===== src/ftf_consts.svh =====
// Offsets, byte values and timing counts of the track framer
`ifndef FTF_CONSTS_SVH
`define FTF_CONSTS_SVH

// Clock and bit cell timing
`define FTF_CLOCK_NS      20
`define FTF_CELL_NS       2000
`define FTF_HALF_CYCLES   (`FTF_CELL_NS / 2 / `FTF_CLOCK_NS)

// Track geometry
`define FTF_TRACKS        40
`define FTF_SECTORS       8
`define FTF_SECTOR_BYTES  512
`define FTF_HEADER_BYTES  92
`define FTF_SYNC_BYTES    12
`define FTF_MIN_SYNC      2
`define FTF_PRE_GAP       40
`define FTF_GAP1          36
`define FTF_GAP2          22
`define FTF_GAP3          54

// Field byte values
`define FTF_FILL_BYTE     8'h4E
`define FTF_SYNC_BYTE     8'h00
`define FTF_A1_BYTE       8'hA1
`define FTF_C2_BYTE       8'hC2
`define FTF_IAM_BYTE      8'hFC
`define FTF_IDAM_BYTE     8'hFE
`define FTF_DAM_BYTE      8'hFB
`define FTF_LEN_CODE      8'h02
`define FTF_MARK_COUNT    3

// Channel patterns of the marks with a missing clock
`define FTF_A1_PATTERN    16'h4489
`define FTF_C2_PATTERN    16'h5224
`define FTF_A1_CLK_DROP   16'h0020
`define FTF_C2_CLK_DROP   16'h0080

// CRC
`define FTF_CRC_POLY      16'h1021
`define FTF_CRC_PRESET    16'hFFFF
`endif


===== src/ftf_pkg.sv =====
// Types shared by the track framer modules
package ftf_pkg;
   typedef enum logic [4:0] {
      W_IDLE, W_WAIT_INDEX, W_PRE, W_HSYNC, W_IMARK, W_IAM, W_GAP1,
      W_ISYNC, W_IDMARK, W_IDAM, W_ID, W_IDCRC, W_GAP2, W_DSYNC,
      W_DMARK, W_DAM, W_DATA, W_DCRC, W_GAP3, W_GAP4
   } write_state_t;

   typedef enum logic [2:0] {
      P_HUNT, P_MARK, P_CMARK, P_ID, P_DATA
   } read_state_t;
endpackage


===== src/byte_stream_if.sv =====
// Valid/ready byte stream between the framer and its buffer
`timescale 1ns/100ps
interface byte_stream_if #(parameter int WIDTH = 8);
   logic             valid;
   logic             ready;
   logic [WIDTH-1:0] data;

   modport source (output valid, output data, input ready);
   modport sink   (input valid, input data, output ready);
endinterface


===== src/stream_buffer.sv =====
// Small FIFO in the write data path
`timescale 1ns/100ps
module stream_buffer #(
   parameter int WIDTH = 8,
   parameter int DEPTH = 2
) (
   // Clock and reset
   input  wire logic        i_clock,
   input  wire logic        i_arst_n,
   // Streams
   byte_stream_if.sink      up,
   byte_stream_if.source    down
);
   localparam int PW = (DEPTH > 1) ? $clog2(DEPTH) : 1;

   generate
      if (DEPTH < 2) begin : g_bad_depth
         $error("stream_buffer needs DEPTH of at least 2");
      end
   endgenerate

   logic [WIDTH-1:0] mem [DEPTH];
   logic [PW-1:0]    wr_ptr;
   logic [PW-1:0]    rd_ptr;
   logic [PW:0]      count;
   logic             not_full;
   logic             not_empty;
   wire              push = up.valid && not_full;
   wire              pop  = down.ready && not_empty;
   wire  [PW:0]      next_count = count + (PW+1)'(push) - (PW+1)'(pop);

   // Ready and valid come straight from flops
   assign up.ready   = not_full;
   assign down.valid = not_empty;
   assign down.data  = mem[rd_ptr];

   // Pointer wrap written out so DEPTH need not be a power of two
   function automatic logic [PW-1:0] bump(input logic [PW-1:0] p);
      bump = (p == PW'(DEPTH - 1)) ? '0 : p + 1'b1;
   endfunction

   // Storage
   always_ff @(posedge i_clock) begin
      if (push) begin
         mem[wr_ptr] <= up.data;
      end
   end

   // Occupancy and flags
   always_ff @(posedge i_clock or negedge i_arst_n) begin
      if (!i_arst_n) begin
         wr_ptr    <= '0;
         rd_ptr    <= '0;
         count     <= '0;
         not_full  <= 1'b1;
         not_empty <= 1'b0;
      end else begin
         if (push) wr_ptr <= bump(wr_ptr);
         if (pop)  rd_ptr <= bump(rd_ptr);
         count     <= next_count;
         not_full  <= next_count != (PW+1)'(DEPTH);
         not_empty <= next_count != '0;
      end
   end
endmodule


===== src/floppy_track_format_framer.sv =====
// Double density soft sector track formatter and field parser
//
// How it works
// - Tracks 0 to 39 only; higher track numbers are refused.
// - Eight soft sectors per track, each found by its recorded label.
// - Each sector carries exactly 512 data bytes.
// - After index, a 92 byte header ends with the first gap.
// - Header order: pre-index gap, sync, index mark, first gap.
// - Second gap between ID CRC and data sync.
// - Third gap after data; after sector 8 the fourth gap until index.
// - ID address: track, head, sector, length code, in that order.
// - Two CRC bytes follow the ID address.
// - Twelve sync bytes before the data address mark.
// - Two CRC bytes directly follow the user data.
// - Every sync run is at least two bytes long.
// - Index mark is a clock-violating byte, recognised by the parser.
// - ID mark is its own special byte, distinguishing ID fields.
// - Data mark differs from ID mark so data fields are told apart.
// - Search gives up with an error after one full revolution.
// - Drive is ready only after two index pulses.
// - Modified frequency coding with 2 us bit cells.
`timescale 1ns/100ps
`include "ftf_consts.svh"
module floppy_track_format_framer import ftf_pkg::*; #(
   parameter int TRACKS       = `FTF_TRACKS,
   parameter int SECTORS      = `FTF_SECTORS,
   parameter int SECTOR_BYTES = `FTF_SECTOR_BYTES,
   parameter int SYNC_BYTES   = `FTF_SYNC_BYTES,
   parameter int PRE_GAP      = `FTF_PRE_GAP,
   parameter int GAP1         = `FTF_GAP1,
   parameter int GAP2         = `FTF_GAP2,
   parameter int GAP3         = `FTF_GAP3,
   parameter int HALF_CYCLES  = `FTF_HALF_CYCLES
) (
   // Clock and reset
   input  wire logic       i_clock,
   input  wire logic       i_arst_n,
   // Drive
   input  wire logic       i_index,
   input  wire logic       i_rd_flux,
   output logic            o_flux,
   output logic            o_write_gate,
   output logic            o_drive_ready,
   // Commands
   input  wire logic       i_format_start,
   input  wire logic       i_search_start,
   input  wire logic [5:0] i_track,
   input  wire logic       i_head,
   input  wire logic [3:0] i_sector,
   output logic            o_busy,
   output logic            o_bad_track,
   output logic            o_found,
   output logic            o_search_error,
   output logic            o_crc_error,
   // Format data in
   input  wire logic [7:0] i_wr_data,
   input  wire logic       i_wr_valid,
   output logic            o_wr_ready,
   output logic            o_underrun,
   // Parsed fields out
   output logic            o_mark_index,
   output logic            o_mark_sector,
   output logic            o_mark_data,
   output logic [7:0]      o_rd_data,
   output logic            o_rd_valid
);
   localparam int HALF = HALF_CYCLES;

   generate
      if (PRE_GAP + SYNC_BYTES + `FTF_MARK_COUNT + 1 + GAP1 != `FTF_HEADER_BYTES) begin : g_hdr
         $error("track header must total 92 bytes");
      end
      if (SYNC_BYTES < `FTF_MIN_SYNC || SECTORS > 15 || TRACKS > 64 || SECTOR_BYTES > 1020
          || HALF_CYCLES < 2) begin : g_geo
         $error("framer geometry out of range");
      end
   endgenerate

   // Modified frequency coding of one byte, clock only between two zeros
   function automatic logic [15:0] mfm_encode(input logic [7:0] b, input logic prev);
      logic [15:0] w;
      logic        p;
      w = '0;
      p = prev;
      for (int i = 7; i >= 0; i--) begin
         w[2*i+1] = !p && !b[i];
         w[2*i]   = b[i];
         p        = b[i];
      end
      return w;
   endfunction

   // Data bits sit in the even channel positions
   function automatic logic [7:0] mfm_decode(input logic [15:0] w);
      logic [7:0] b;
      b = '0;
      for (int i = 0; i < 8; i++) begin
         b[i] = w[2*i];
      end
      return b;
   endfunction

   // CRC over one byte, most significant bit first
   function automatic logic [15:0] crc_byte(input logic [15:0] c, input logic [7:0] b);
      logic [15:0] r;
      logic        fb;
      r = c;
      for (int i = 7; i >= 0; i--) begin
         fb = r[15] ^ b[i];
         r  = {r[14:0], 1'b0} ^ (fb ? `FTF_CRC_POLY : 16'h0000);
      end
      return r;
   endfunction

   // Half bit cell divider: one pulse every 1 us
   logic [$clog2(HALF)-1:0] div;
   logic                    half_tick;
   always_ff @(posedge i_clock or negedge i_arst_n) begin
      if (!i_arst_n) begin
         div       <= '0;
         half_tick <= 1'b0;
      end else begin
         half_tick <= div == $bits(div)'(HALF - 1);
         div       <= (div == $bits(div)'(HALF - 1)) ? '0 : div + 1'b1;
      end
   end

   // Index edge and drive ready after two pulses
   logic       index_d;
   logic [1:0] ready_cnt;
   wire        index_edge = i_index && !index_d;
   always_ff @(posedge i_clock or negedge i_arst_n) begin
      if (!i_arst_n) begin
         index_d       <= 1'b0;
         ready_cnt     <= '0;
         o_drive_ready <= 1'b0;
      end else begin
         index_d <= i_index;
         if (index_edge && ready_cnt != 2'd2) ready_cnt <= ready_cnt + 1'b1;
         o_drive_ready <= ready_cnt == 2'd2;
      end
   end

   // Format data buffer; the writer drains one byte per byte time
   byte_stream_if #(.WIDTH(8)) up ();
   byte_stream_if #(.WIDTH(8)) down ();
   assign up.valid   = i_wr_valid;
   assign up.data    = i_wr_data;
   assign o_wr_ready = up.ready;
   stream_buffer #(.WIDTH(8), .DEPTH(2)) u_buf (
      .i_clock  (i_clock),
      .i_arst_n (i_arst_n),
      .up       (up),
      .down     (down)
   );

   // Writer state
   write_state_t wstate;
   write_state_t seg_next;
   logic [15:0]  wcnt;
   logic [15:0]  seg_len;
   logic [3:0]   wbit;
   logic [15:0]  wshift;
   logic         wprev;
   logic [15:0]  wcrc;
   logic [3:0]   wsector;
   logic [5:0]   wtrack;
   logic         whead;
   logic [7:0]   wbyte;
   logic [15:0]  wdrop;
   wire          writing = wstate != W_IDLE && wstate != W_WAIT_INDEX;
   wire          wload   = writing && half_tick && wbit == 4'hF;
   wire          seg_end = wcnt == seg_len - 16'd1;
   wire          crc_in  = wstate inside {W_IDMARK, W_IDAM, W_ID, W_DMARK, W_DAM, W_DATA};
   wire          crc_pre = (wstate == W_IDMARK || wstate == W_DMARK) && wcnt == '0;
   wire [15:0]   next_wcrc = crc_byte(crc_pre ? `FTF_CRC_PRESET : wcrc, wbyte);
   wire          track_ok  = i_track < 6'(TRACKS);
   assign down.ready = wload && wstate == W_DATA;

   // Byte, length and successor of each track segment
   always_comb begin
      wbyte    = `FTF_FILL_BYTE;
      wdrop    = 16'h0000;
      seg_len  = 16'd1;
      seg_next = W_IDLE;
      case (wstate)
         W_PRE:    begin seg_len = 16'(PRE_GAP); seg_next = W_HSYNC; end
         W_HSYNC:  begin wbyte = `FTF_SYNC_BYTE; seg_len = 16'(SYNC_BYTES); seg_next = W_IMARK; end
         W_IMARK:  begin
            wbyte = `FTF_C2_BYTE; wdrop = `FTF_C2_CLK_DROP; seg_len = 16'(`FTF_MARK_COUNT); seg_next = W_IAM;
         end
         W_IAM:    begin wbyte = `FTF_IAM_BYTE; seg_next = W_GAP1; end
         W_GAP1:   begin seg_len = 16'(GAP1); seg_next = W_ISYNC; end
         W_ISYNC:  begin wbyte = `FTF_SYNC_BYTE; seg_len = 16'(SYNC_BYTES); seg_next = W_IDMARK; end
         W_IDMARK: begin
            wbyte = `FTF_A1_BYTE; wdrop = `FTF_A1_CLK_DROP; seg_len = 16'(`FTF_MARK_COUNT); seg_next = W_IDAM;
         end
         W_IDAM:   begin wbyte = `FTF_IDAM_BYTE; seg_next = W_ID; end
         W_ID:     begin
            seg_len  = 16'd4;
            seg_next = W_IDCRC;
            case (wcnt[1:0])
               2'd0:    wbyte = {2'b00, wtrack};
               2'd1:    wbyte = {7'h00, whead};
               2'd2:    wbyte = {4'h0, wsector};
               default: wbyte = `FTF_LEN_CODE;
            endcase
         end
         W_IDCRC:  begin wbyte = wcnt[0] ? wcrc[7:0] : wcrc[15:8]; seg_len = 16'd2; seg_next = W_GAP2; end
         W_GAP2:   begin seg_len = 16'(GAP2); seg_next = W_DSYNC; end
         W_DSYNC:  begin wbyte = `FTF_SYNC_BYTE; seg_len = 16'(SYNC_BYTES); seg_next = W_DMARK; end
         W_DMARK:  begin
            wbyte = `FTF_A1_BYTE; wdrop = `FTF_A1_CLK_DROP; seg_len = 16'(`FTF_MARK_COUNT); seg_next = W_DAM;
         end
         W_DAM:    begin wbyte = `FTF_DAM_BYTE; seg_next = W_DATA; end
         W_DATA:   begin
            wbyte = down.valid ? down.data : `FTF_SYNC_BYTE; seg_len = 16'(SECTOR_BYTES); seg_next = W_DCRC;
         end
         W_DCRC:   begin
            wbyte    = wcnt[0] ? wcrc[7:0] : wcrc[15:8];
            seg_len  = 16'd2;
            seg_next = (wsector == 4'(SECTORS)) ? W_GAP4 : W_GAP3;
         end
         W_GAP3:   begin seg_len = 16'(GAP3); seg_next = W_ISYNC; end
         W_GAP4:   begin seg_len = 16'hFFFF; seg_next = W_GAP4; end
         default:  begin seg_next = W_IDLE; end
      endcase
   end

   // Writer sequencing; the fourth gap runs until the next index
   always_ff @(posedge i_clock or negedge i_arst_n) begin
      if (!i_arst_n) begin
         wstate <= W_IDLE;
         wcnt   <= '0;
         wbit   <= '0;
         wtrack <= '0;
         whead  <= 1'b0;
      end else if (wstate == W_IDLE) begin
         if (i_format_start && track_ok && !o_busy) begin
            wstate <= W_WAIT_INDEX;
            wtrack <= i_track;
            whead  <= i_head;
         end
      end else if (wstate == W_WAIT_INDEX) begin
         if (index_edge) begin
            wstate <= W_PRE;
            wcnt   <= '0;
            wbit   <= 4'hF;
         end
      end else if (wstate == W_GAP4 && index_edge) begin
         wstate <= W_IDLE;
      end else if (half_tick) begin
         wbit <= wbit + 1'b1;
         if (wload && wstate != W_GAP4) begin
            wcnt   <= seg_end ? '0 : wcnt + 1'b1;
            wstate <= seg_end ? seg_next : wstate;
         end
      end
   end

   // Serialiser, CRC and sector count
   always_ff @(posedge i_clock or negedge i_arst_n) begin
      if (!i_arst_n) begin
         wshift       <= '0;
         wprev        <= 1'b0;
         wcrc         <= `FTF_CRC_PRESET;
         wsector      <= 4'h1;
         o_flux       <= 1'b0;
         o_write_gate <= 1'b0;
         o_underrun   <= 1'b0;
      end else begin
         o_write_gate <= writing && !(wstate == W_GAP4 && index_edge);
         o_underrun   <= down.ready && !down.valid;
         if (wstate == W_WAIT_INDEX) wsector <= 4'h1;
         if (half_tick && writing) begin
            o_flux <= wshift[15];
            wshift <= {wshift[14:0], 1'b0};
         end
         if (wload) begin
            wshift <= mfm_encode(wbyte, wprev) & ~wdrop;
            wprev  <= wbyte[0];
            if (crc_in) wcrc <= next_wcrc;
            if (wstate == W_DCRC && seg_end) wsector <= wsector + 1'b1;
         end
      end
   end

   // Reader: channel shift and byte decode
   read_state_t rstate;
   logic [15:0] rshift;
   logic [3:0]  rbit;
   logic        aligned;
   logic [9:0]  rcnt;
   logic [15:0] rcrc;
   logic [7:0]  id_track;
   logic [7:0]  id_head;
   logic [7:0]  id_sector;
   logic        want_data;
   logic        searching;
   logic        search_idx;
   logic [5:0]  tgt_track;
   logic        tgt_head;
   logic [3:0]  tgt_sector;
   wire  [15:0] next_rshift = {rshift[14:0], i_rd_flux};
   wire         a1_hit   = next_rshift == `FTF_A1_PATTERN;
   wire         c2_hit   = next_rshift == `FTF_C2_PATTERN;
   wire  [7:0]  rbyte    = mfm_decode(next_rshift);
   wire         rdone    = half_tick && aligned && rbit == 4'hF;
   wire         hunting  = rstate inside {P_HUNT, P_MARK, P_CMARK};
   wire  [15:0] next_rcrc = crc_byte(rcrc, rbyte);
   wire         id_match = id_track == {2'b00, tgt_track} && id_head == {7'h00, tgt_head}
                           && next_rcrc == 16'h0000;

   // Field parsing
   always_ff @(posedge i_clock or negedge i_arst_n) begin
      if (!i_arst_n) begin
         rstate  <= P_HUNT;
         rshift  <= '0;
         rbit    <= '0;
         aligned <= 1'b0;
         rcnt    <= '0;
         rcrc    <= `FTF_CRC_PRESET;
         id_track  <= '0;
         id_head   <= '0;
         id_sector <= '0;
      end else if (half_tick) begin
         rshift <= next_rshift;
         rbit   <= rbit + 1'b1;
         if (hunting && a1_hit) begin
            aligned <= 1'b1;
            rbit    <= '0;
            rcrc    <= crc_byte(rstate == P_MARK ? rcrc : `FTF_CRC_PRESET, `FTF_A1_BYTE);
            rstate  <= P_MARK;
         end else if (hunting && c2_hit) begin
            aligned <= 1'b1;
            rbit    <= '0;
            rstate  <= P_CMARK;
         end else if (rdone) begin
            rcnt <= rcnt + 1'b1;
            rcrc <= next_rcrc;
            case (rstate)
               P_MARK: begin
                  rcnt    <= '0;
                  rstate  <= (rbyte == `FTF_IDAM_BYTE) ? P_ID : (rbyte == `FTF_DAM_BYTE) ? P_DATA : P_HUNT;
                  aligned <= rbyte == `FTF_IDAM_BYTE || rbyte == `FTF_DAM_BYTE;
               end
               P_ID: begin
                  if (rcnt == 10'd0) id_track  <= rbyte;
                  if (rcnt == 10'd1) id_head   <= rbyte;
                  if (rcnt == 10'd2) id_sector <= rbyte;
                  if (rcnt == 10'd5) begin
                     rstate  <= P_HUNT;
                     aligned <= 1'b0;
                  end
               end
               P_DATA: begin
                  if (rcnt == 10'(SECTOR_BYTES + 1)) begin
                     rstate  <= P_HUNT;
                     aligned <= 1'b0;
                  end
               end
               default: begin
                  rstate  <= P_HUNT;
                  aligned <= 1'b0;
               end
            endcase
         end
      end
   end

   // Mark reports, data out, search and its revolution timeout
   always_ff @(posedge i_clock or negedge i_arst_n) begin
      if (!i_arst_n) begin
         o_mark_index   <= 1'b0;
         o_mark_sector  <= 1'b0;
         o_mark_data    <= 1'b0;
         o_rd_data      <= '0;
         o_rd_valid     <= 1'b0;
         o_crc_error    <= 1'b0;
         o_found        <= 1'b0;
         o_search_error <= 1'b0;
         o_bad_track    <= 1'b0;
         o_busy         <= 1'b0;
         searching      <= 1'b0;
         search_idx     <= 1'b0;
         want_data      <= 1'b0;
         tgt_track      <= '0;
         tgt_head       <= 1'b0;
         tgt_sector     <= '0;
      end else begin
         o_mark_index   <= rdone && rstate == P_CMARK && rbyte == `FTF_IAM_BYTE;
         o_mark_sector  <= rdone && rstate == P_MARK && rbyte == `FTF_IDAM_BYTE;
         o_mark_data    <= rdone && rstate == P_MARK && rbyte == `FTF_DAM_BYTE;
         o_rd_valid     <= rdone && rstate == P_DATA && want_data && rcnt < 10'(SECTOR_BYTES);
         o_rd_data      <= rbyte;
         o_crc_error    <= rdone && next_rcrc != 16'h0000
                           && ((rstate == P_ID && rcnt == 10'd5)
                               || (rstate == P_DATA && want_data && rcnt == 10'(SECTOR_BYTES + 1)));
         o_found        <= 1'b0;
         o_search_error <= 1'b0;
         o_bad_track    <= (i_format_start || i_search_start) && !track_ok;
         o_busy         <= writing || wstate == W_WAIT_INDEX || searching || want_data;
         if (rdone && rstate == P_DATA && rcnt == 10'(SECTOR_BYTES + 1)) want_data <= 1'b0;
         if (i_search_start && track_ok && !searching) begin
            searching  <= 1'b1;
            search_idx <= 1'b0;
            tgt_track  <= i_track;
            tgt_head   <= i_head;
            tgt_sector <= i_sector;
         end else if (searching && rdone && rstate == P_ID && rcnt == 10'd5 && id_match
                      && id_sector == {4'h0, tgt_sector}) begin
            searching <= 1'b0;
            o_found   <= 1'b1;
            want_data <= 1'b1;
         end else if (searching && index_edge) begin
            search_idx <= 1'b1;
            if (search_idx) begin
               searching      <= 1'b0;
               o_search_error <= 1'b1;
            end
         end
      end
   end
endmodule


===== config.mk =====
export PLATFORM = sky130hd
export DESIGN_NAME = floppy_track_format_framer
export DESIGN_NICKNAME = d
export VERILOG_FILES = /design/src/ftf_pkg.sv /design/src/byte_stream_if.sv /design/src/stream_buffer.sv /design/src/floppy_track_format_framer.sv
export VERILOG_INCLUDE_DIRS = /design/src
export SDC_FILE = /design/constraint.sdc
export NUM_CORES = 1
export LEC_CHECK = 0
export BUFFER_PORTS_ARGS = -buffer_cell sky130_fd_sc_hd__buf_4
export CORE_MARGIN = 1
export CORE_UTILIZATION = 60
export DETAILED_ROUTE_END_ITERATION = 12
export GPL_TIMING_DRIVEN = 0
export PLACE_DENSITY = 0.79
export SKIP_LAST_GASP = 1
export SYNTH_ARGS = -nofsm -noshare
export SYNTH_HDL_FRONTEND = slang
export SYNTH_SLANG_ARGS = --single-unit

===== constraint.sdc =====
create_clock -name i_clock -period 4.35 [get_ports i_clock]
set_clock_uncertainty 0.2 [all_clocks]
set_input_delay 0.6525 -clock i_clock [delete_from_list [all_inputs] [get_ports i_clock]]
set_output_delay 0.6525 -clock i_clock [all_outputs]
set_load 0.03 [all_outputs]

==> results.sh <==
export IMPL_cts_num_sinks=209
export IMPL_die_area_sq_um=19520
export IMPL_cts_buffers=24
export IMPL_antenna_found_initial=0
export IMPL_critical_path_required_ps=4580
export IMPL_synthesis_area_sq_um=11380
export IMPL_p_leak_nw=5.669
export IMPL_start_util_pct=61.05
export IMPL_place_area_sq_um=12060
export IMPL_avgRoutedWirePerCell_microns=18.71
export IMPL_insertedDiodeCount=0
export IMPL_clock_latency_ps=520
export IMPL_gp_congestion=0.9680
export IMPL_period_needed_ps=4127
export IMPL_die_h_microns=139.7
export IMPL_vdd_ir_drop_max_uv=387.2
export IMPL_synth_nets=1208
export IMPL_drive_above_1_share_pct=18.68
export IMPL_fin_cells=1492
export IMPL_overflow=0
export IMPL_p_int_mw=4.138
export IMPL_drt_total_wl_microns=27920
export IMPL_ant_nets=0
export IMPL_synthArstFlopShare_pct=92.34
export IMPL_firstDrtPassIters=5
export IMPL_synthesis_instances=1164
export IMPL_cp_arrival_ps=4350
export IMPL_power_density_nw_per_um2=456.7
export IMPL_route_detailed_drc=0
export IMPL_p_comb_share_pct=25.1
export IMPL_path_class="reg2reg"
export IMPL_synth_edf_count=16
export IMPL_cp_end_kind="flop"
export IMPL_clk_path_buf_depth=3
export IMPL_cts_clk_slew_worst_paths_ps=60
export IMPL_place_inst=1446
export IMPL_ys_seq_elements=209
export IMPL_nets=1284
export IMPL_power_share_switching_pct=30.11
export IMPL_path_max_fanout=10
export IMPL_grt_use_total_pct=29.23
export IMPL_min_path_type="in2reg"
export IMPL_tightest_slew_ps=965.1
export IMPL_timing_hold_ws_ps=62.88
export IMPL_fin_crit_sh_pct=94.87
export IMPL_fmax_ghz=0.2423
export IMPL_die_width_microns=139.7
export IMPL_slew_violations=0
export IMPL_dp_hpwl_microns=19540
export IMPL_cp_start_kind="flop"
export IMPL_hold_violations=0
export IMPL_seq_area_frac_synth_pct=47.03
export IMPL_core_sq_um=18640
export IMPL_ys_warn_count=0
export IMPL_htree_levels=1
export IMPL_fin_util_pct=69.54
export IMPL_maxCapViolCount=0
export IMPL_synthDistinctLibCells=79
export IMPL_avgViaCountPerCell=6.181
export IMPL_p_clk_share_pct=36.5
export IMPL_io_buffers=47
export IMPL_relSlewSlack_pct=35.42
export IMPL_syn2layout_area_growth_pct=13.91
export IMPL_pin_count=48
export IMPL_root_buffer="clkbuf_16"
export IMPL_net_switching_power_mw=1.783
export IMPL_row_count=50
export IMPL_grt_start_max_net_pins=107
export IMPL_synth_avg_cell_area_sq_um=9.778
export IMPL_tritoncts="yes"
export IMPL_setup_violations=0
export IMPL_ys_flop_type="dfrtp_1"
export IMPL_drtIter0Drc=657
export IMPL_grt_pass1_wl_microns=45800
export IMPL_grt_pass1_vias=8977
export IMPL_seq_power_share_pct=38.5
export IMPL_final_area_sq_um=12960
export IMPL_status="complete, no violations"
export IMPL_num_vias=9222
export IMPL_grt_setup_unrepaired="false"
[synth_stat cells, drive strengths merged, types with 7 or more instances]
cell | instances | area (sq um)
dfrtp | 159 | 3979
nand2 | 131 | 491.7
o21ai | 98 | 494.2
nor2 | 92 | 345.3
mux2 | 71 | 799.5
xnor2 | 55 | 489.2
clkbuf | 51 | 192.7
nand3 | 46 | 230.2
xor2 | 39 | 341.6
a21oi | 38 | 190.2
dfstp | 34 | 893.4
inv | 25 | 93.84
nor3 | 24 | 125.1
and3 | 20 | 125.1
mux2i | 19 | 190.2
ha | 18 | 225.2
buf | 17 | 87.58
edfxtp | 16 | 480.5
nor4 | 16 | 100.1
nand2b | 14 | 87.58
or3 | 11 | 68.82
a31oi | 10 | 62.56
or2 | 10 | 62.56
o22ai | 9 | 56.30
a22oi | 8 | 60.06
a221o | 7 | 70.07
nand4 | 7 | 43.79
nor3b | 7 | 63.81
o211ai | 7 | 52.55
o31ai | 7 | 52.55
or4 | 7 | 60.06
[cells by family after synthesis]
group                    Yosys count  share of synthesized area, %
AND/OR/NAND/NOR                  418                         18.24
AO/OA/AOI/OAI                    241                         13.39
multiplexers                      90                         8.695
buffers and inverters             93                         3.287
adder cells (fa/ha/maj)           19                         2.067
flip-flops                       209                         47.03
XOR/XNOR                          94                         7.299
[per-stage QoR]
| step | TNS (ps) | worst slack, ps | total power [mW] |
|---|---|---|---|
| after floorplan | 0 | 479.9 | 3.331 |
| after global placement | -2789 | -325.6 | 3.694 |
| after detailed placement | -2855 | -341.0 | 3.732 |
| after CTS | 0 | 38.63 | 5.907 |
| after global routing | 0 | 33.68 | 6.163 |
| final | 0 | 223.0 | 5.921 |
[layer usage]
metal  routed length (microns)  global-route usage [%]
met1                     12550                   40.88
met2                     12870                   46.42
met3                      1818                   4.990
met4                       671                   9.485
met5                         0                       0
[worst paths after layout]
check | slack [ps] | end | startpoint | depth (start not counted)
hold / removal | 60 | o_rd_data[0]$_DFF_PN0_ | i_rd_flux | 1
setup reg to reg | 220 | wstate[0]$_DFFE_PN0P_ | wstate[3]$_DFFE_PN0P_ | 13
min in group asynchronous | 530 | rstate[2]$_DFFE_PN0P_ | i_arst_n | 2
hold reg to reg | 170 | o_rd_data[4]$_DFF_PN0_ | rshift[7]$_DFFE_PN0P_ | 0
setup / recovery | 220 | wstate[0]$_DFFE_PN0P_ | wstate[3]$_DFFE_PN0P_ | 13
max in group asynchronous | 2480 | u_buf.up.ready$_DFF_PN1_ | i_arst_n | 3
[power by group through the flow]
| stage | registers [mW] | logic, mW | clock network (mW) |
|---|---|---|---|
| after CTS | 2.27 | 1.45 | 2.18 |
| final | 2.28 | 1.48 | 2.16 |
| after global placement | 2.30 | 1.39 | 0 |
| after floorplan | 2.30 | 1.03 | 0 |
| after global routing | 2.29 | 1.61 | 2.26 |
| after detailed placement | 2.31 | 1.43 | 0 |
[registers in the layout, indices dropped and copies added (netlist names), 5 cells and up]
signal,count
div,6
id_head,8
id_sector,8
id_track,8
o_rd_data,8
rcnt,10
rcrc,16
rshift,15
tgt_track,6
u_buf.mem,16
wcnt,16
wcrc,16
wshift,16
wstate,5
wtrack,6
[critical path, cell delays in order (launching register included)]
cell	delay (ps)
dfrtp_1	400
buf_2	180
buf_2	200
nand2_1	110
o21ai_0	120
a221oi_2	370
ha_2	350
xnor2_1	130
or4_4	420
or4_4	560
or4_1	470
buf_2	180
a32o_1	210
a31oi_1	130
[layout make-up]
type	instances	area, sq um
clock buffer	32	693.2
clock inverter	12	162.7
inverter	25	93.84
timing repair buffer	51	412.9
tap	234	292.8
multi-input combinational	862	5677
sequential	209	5353
buffer	67	280.3
fill	1415	5678
[timing repair]
| item | CTS | global route |
|---|---|---|
| setup buffers | 0 | 2 |
| setup endpoints to repair | 18 | 23 |
| resized for setup | 4 | 6 |
| hold endpoints to repair | 55 | 0 |
| hold buffers | 1 | 0 |
| pin swaps | 0 | 3 |
[placed cells by master (no fill, tap or decap), types with 14 or more instances in the layout]
cell type | Yosys | final
nor4_1 | 16 | 16
nand3_1 | 46 | 46
clkbuf_16 | 0 | 26
nor3_1 | 23 | 23
xor2_1 | 39 | 39
dfrtp_1 | 159 | 159
dfstp_2 | 34 | 34
ha_1 | 18 | 17
and3_1 | 20 | 20
xnor2_1 | 54 | 54
mux2i_1 | 19 | 19
clkbuf_1 | 50 | 50
mux2_2 | 71 | 71
a21oi_1 | 38 | 38
nand2b_1 | 14 | 14
buf_4 | 0 | 48
nor2_1 | 92 | 92
edfxtp_1 | 16 | 16
inv_1 | 25 | 25
o21ai_0 | 96 | 94
nand2_1 | 131 | 131
Note: power is estimated with default switching activity, not from simulation.
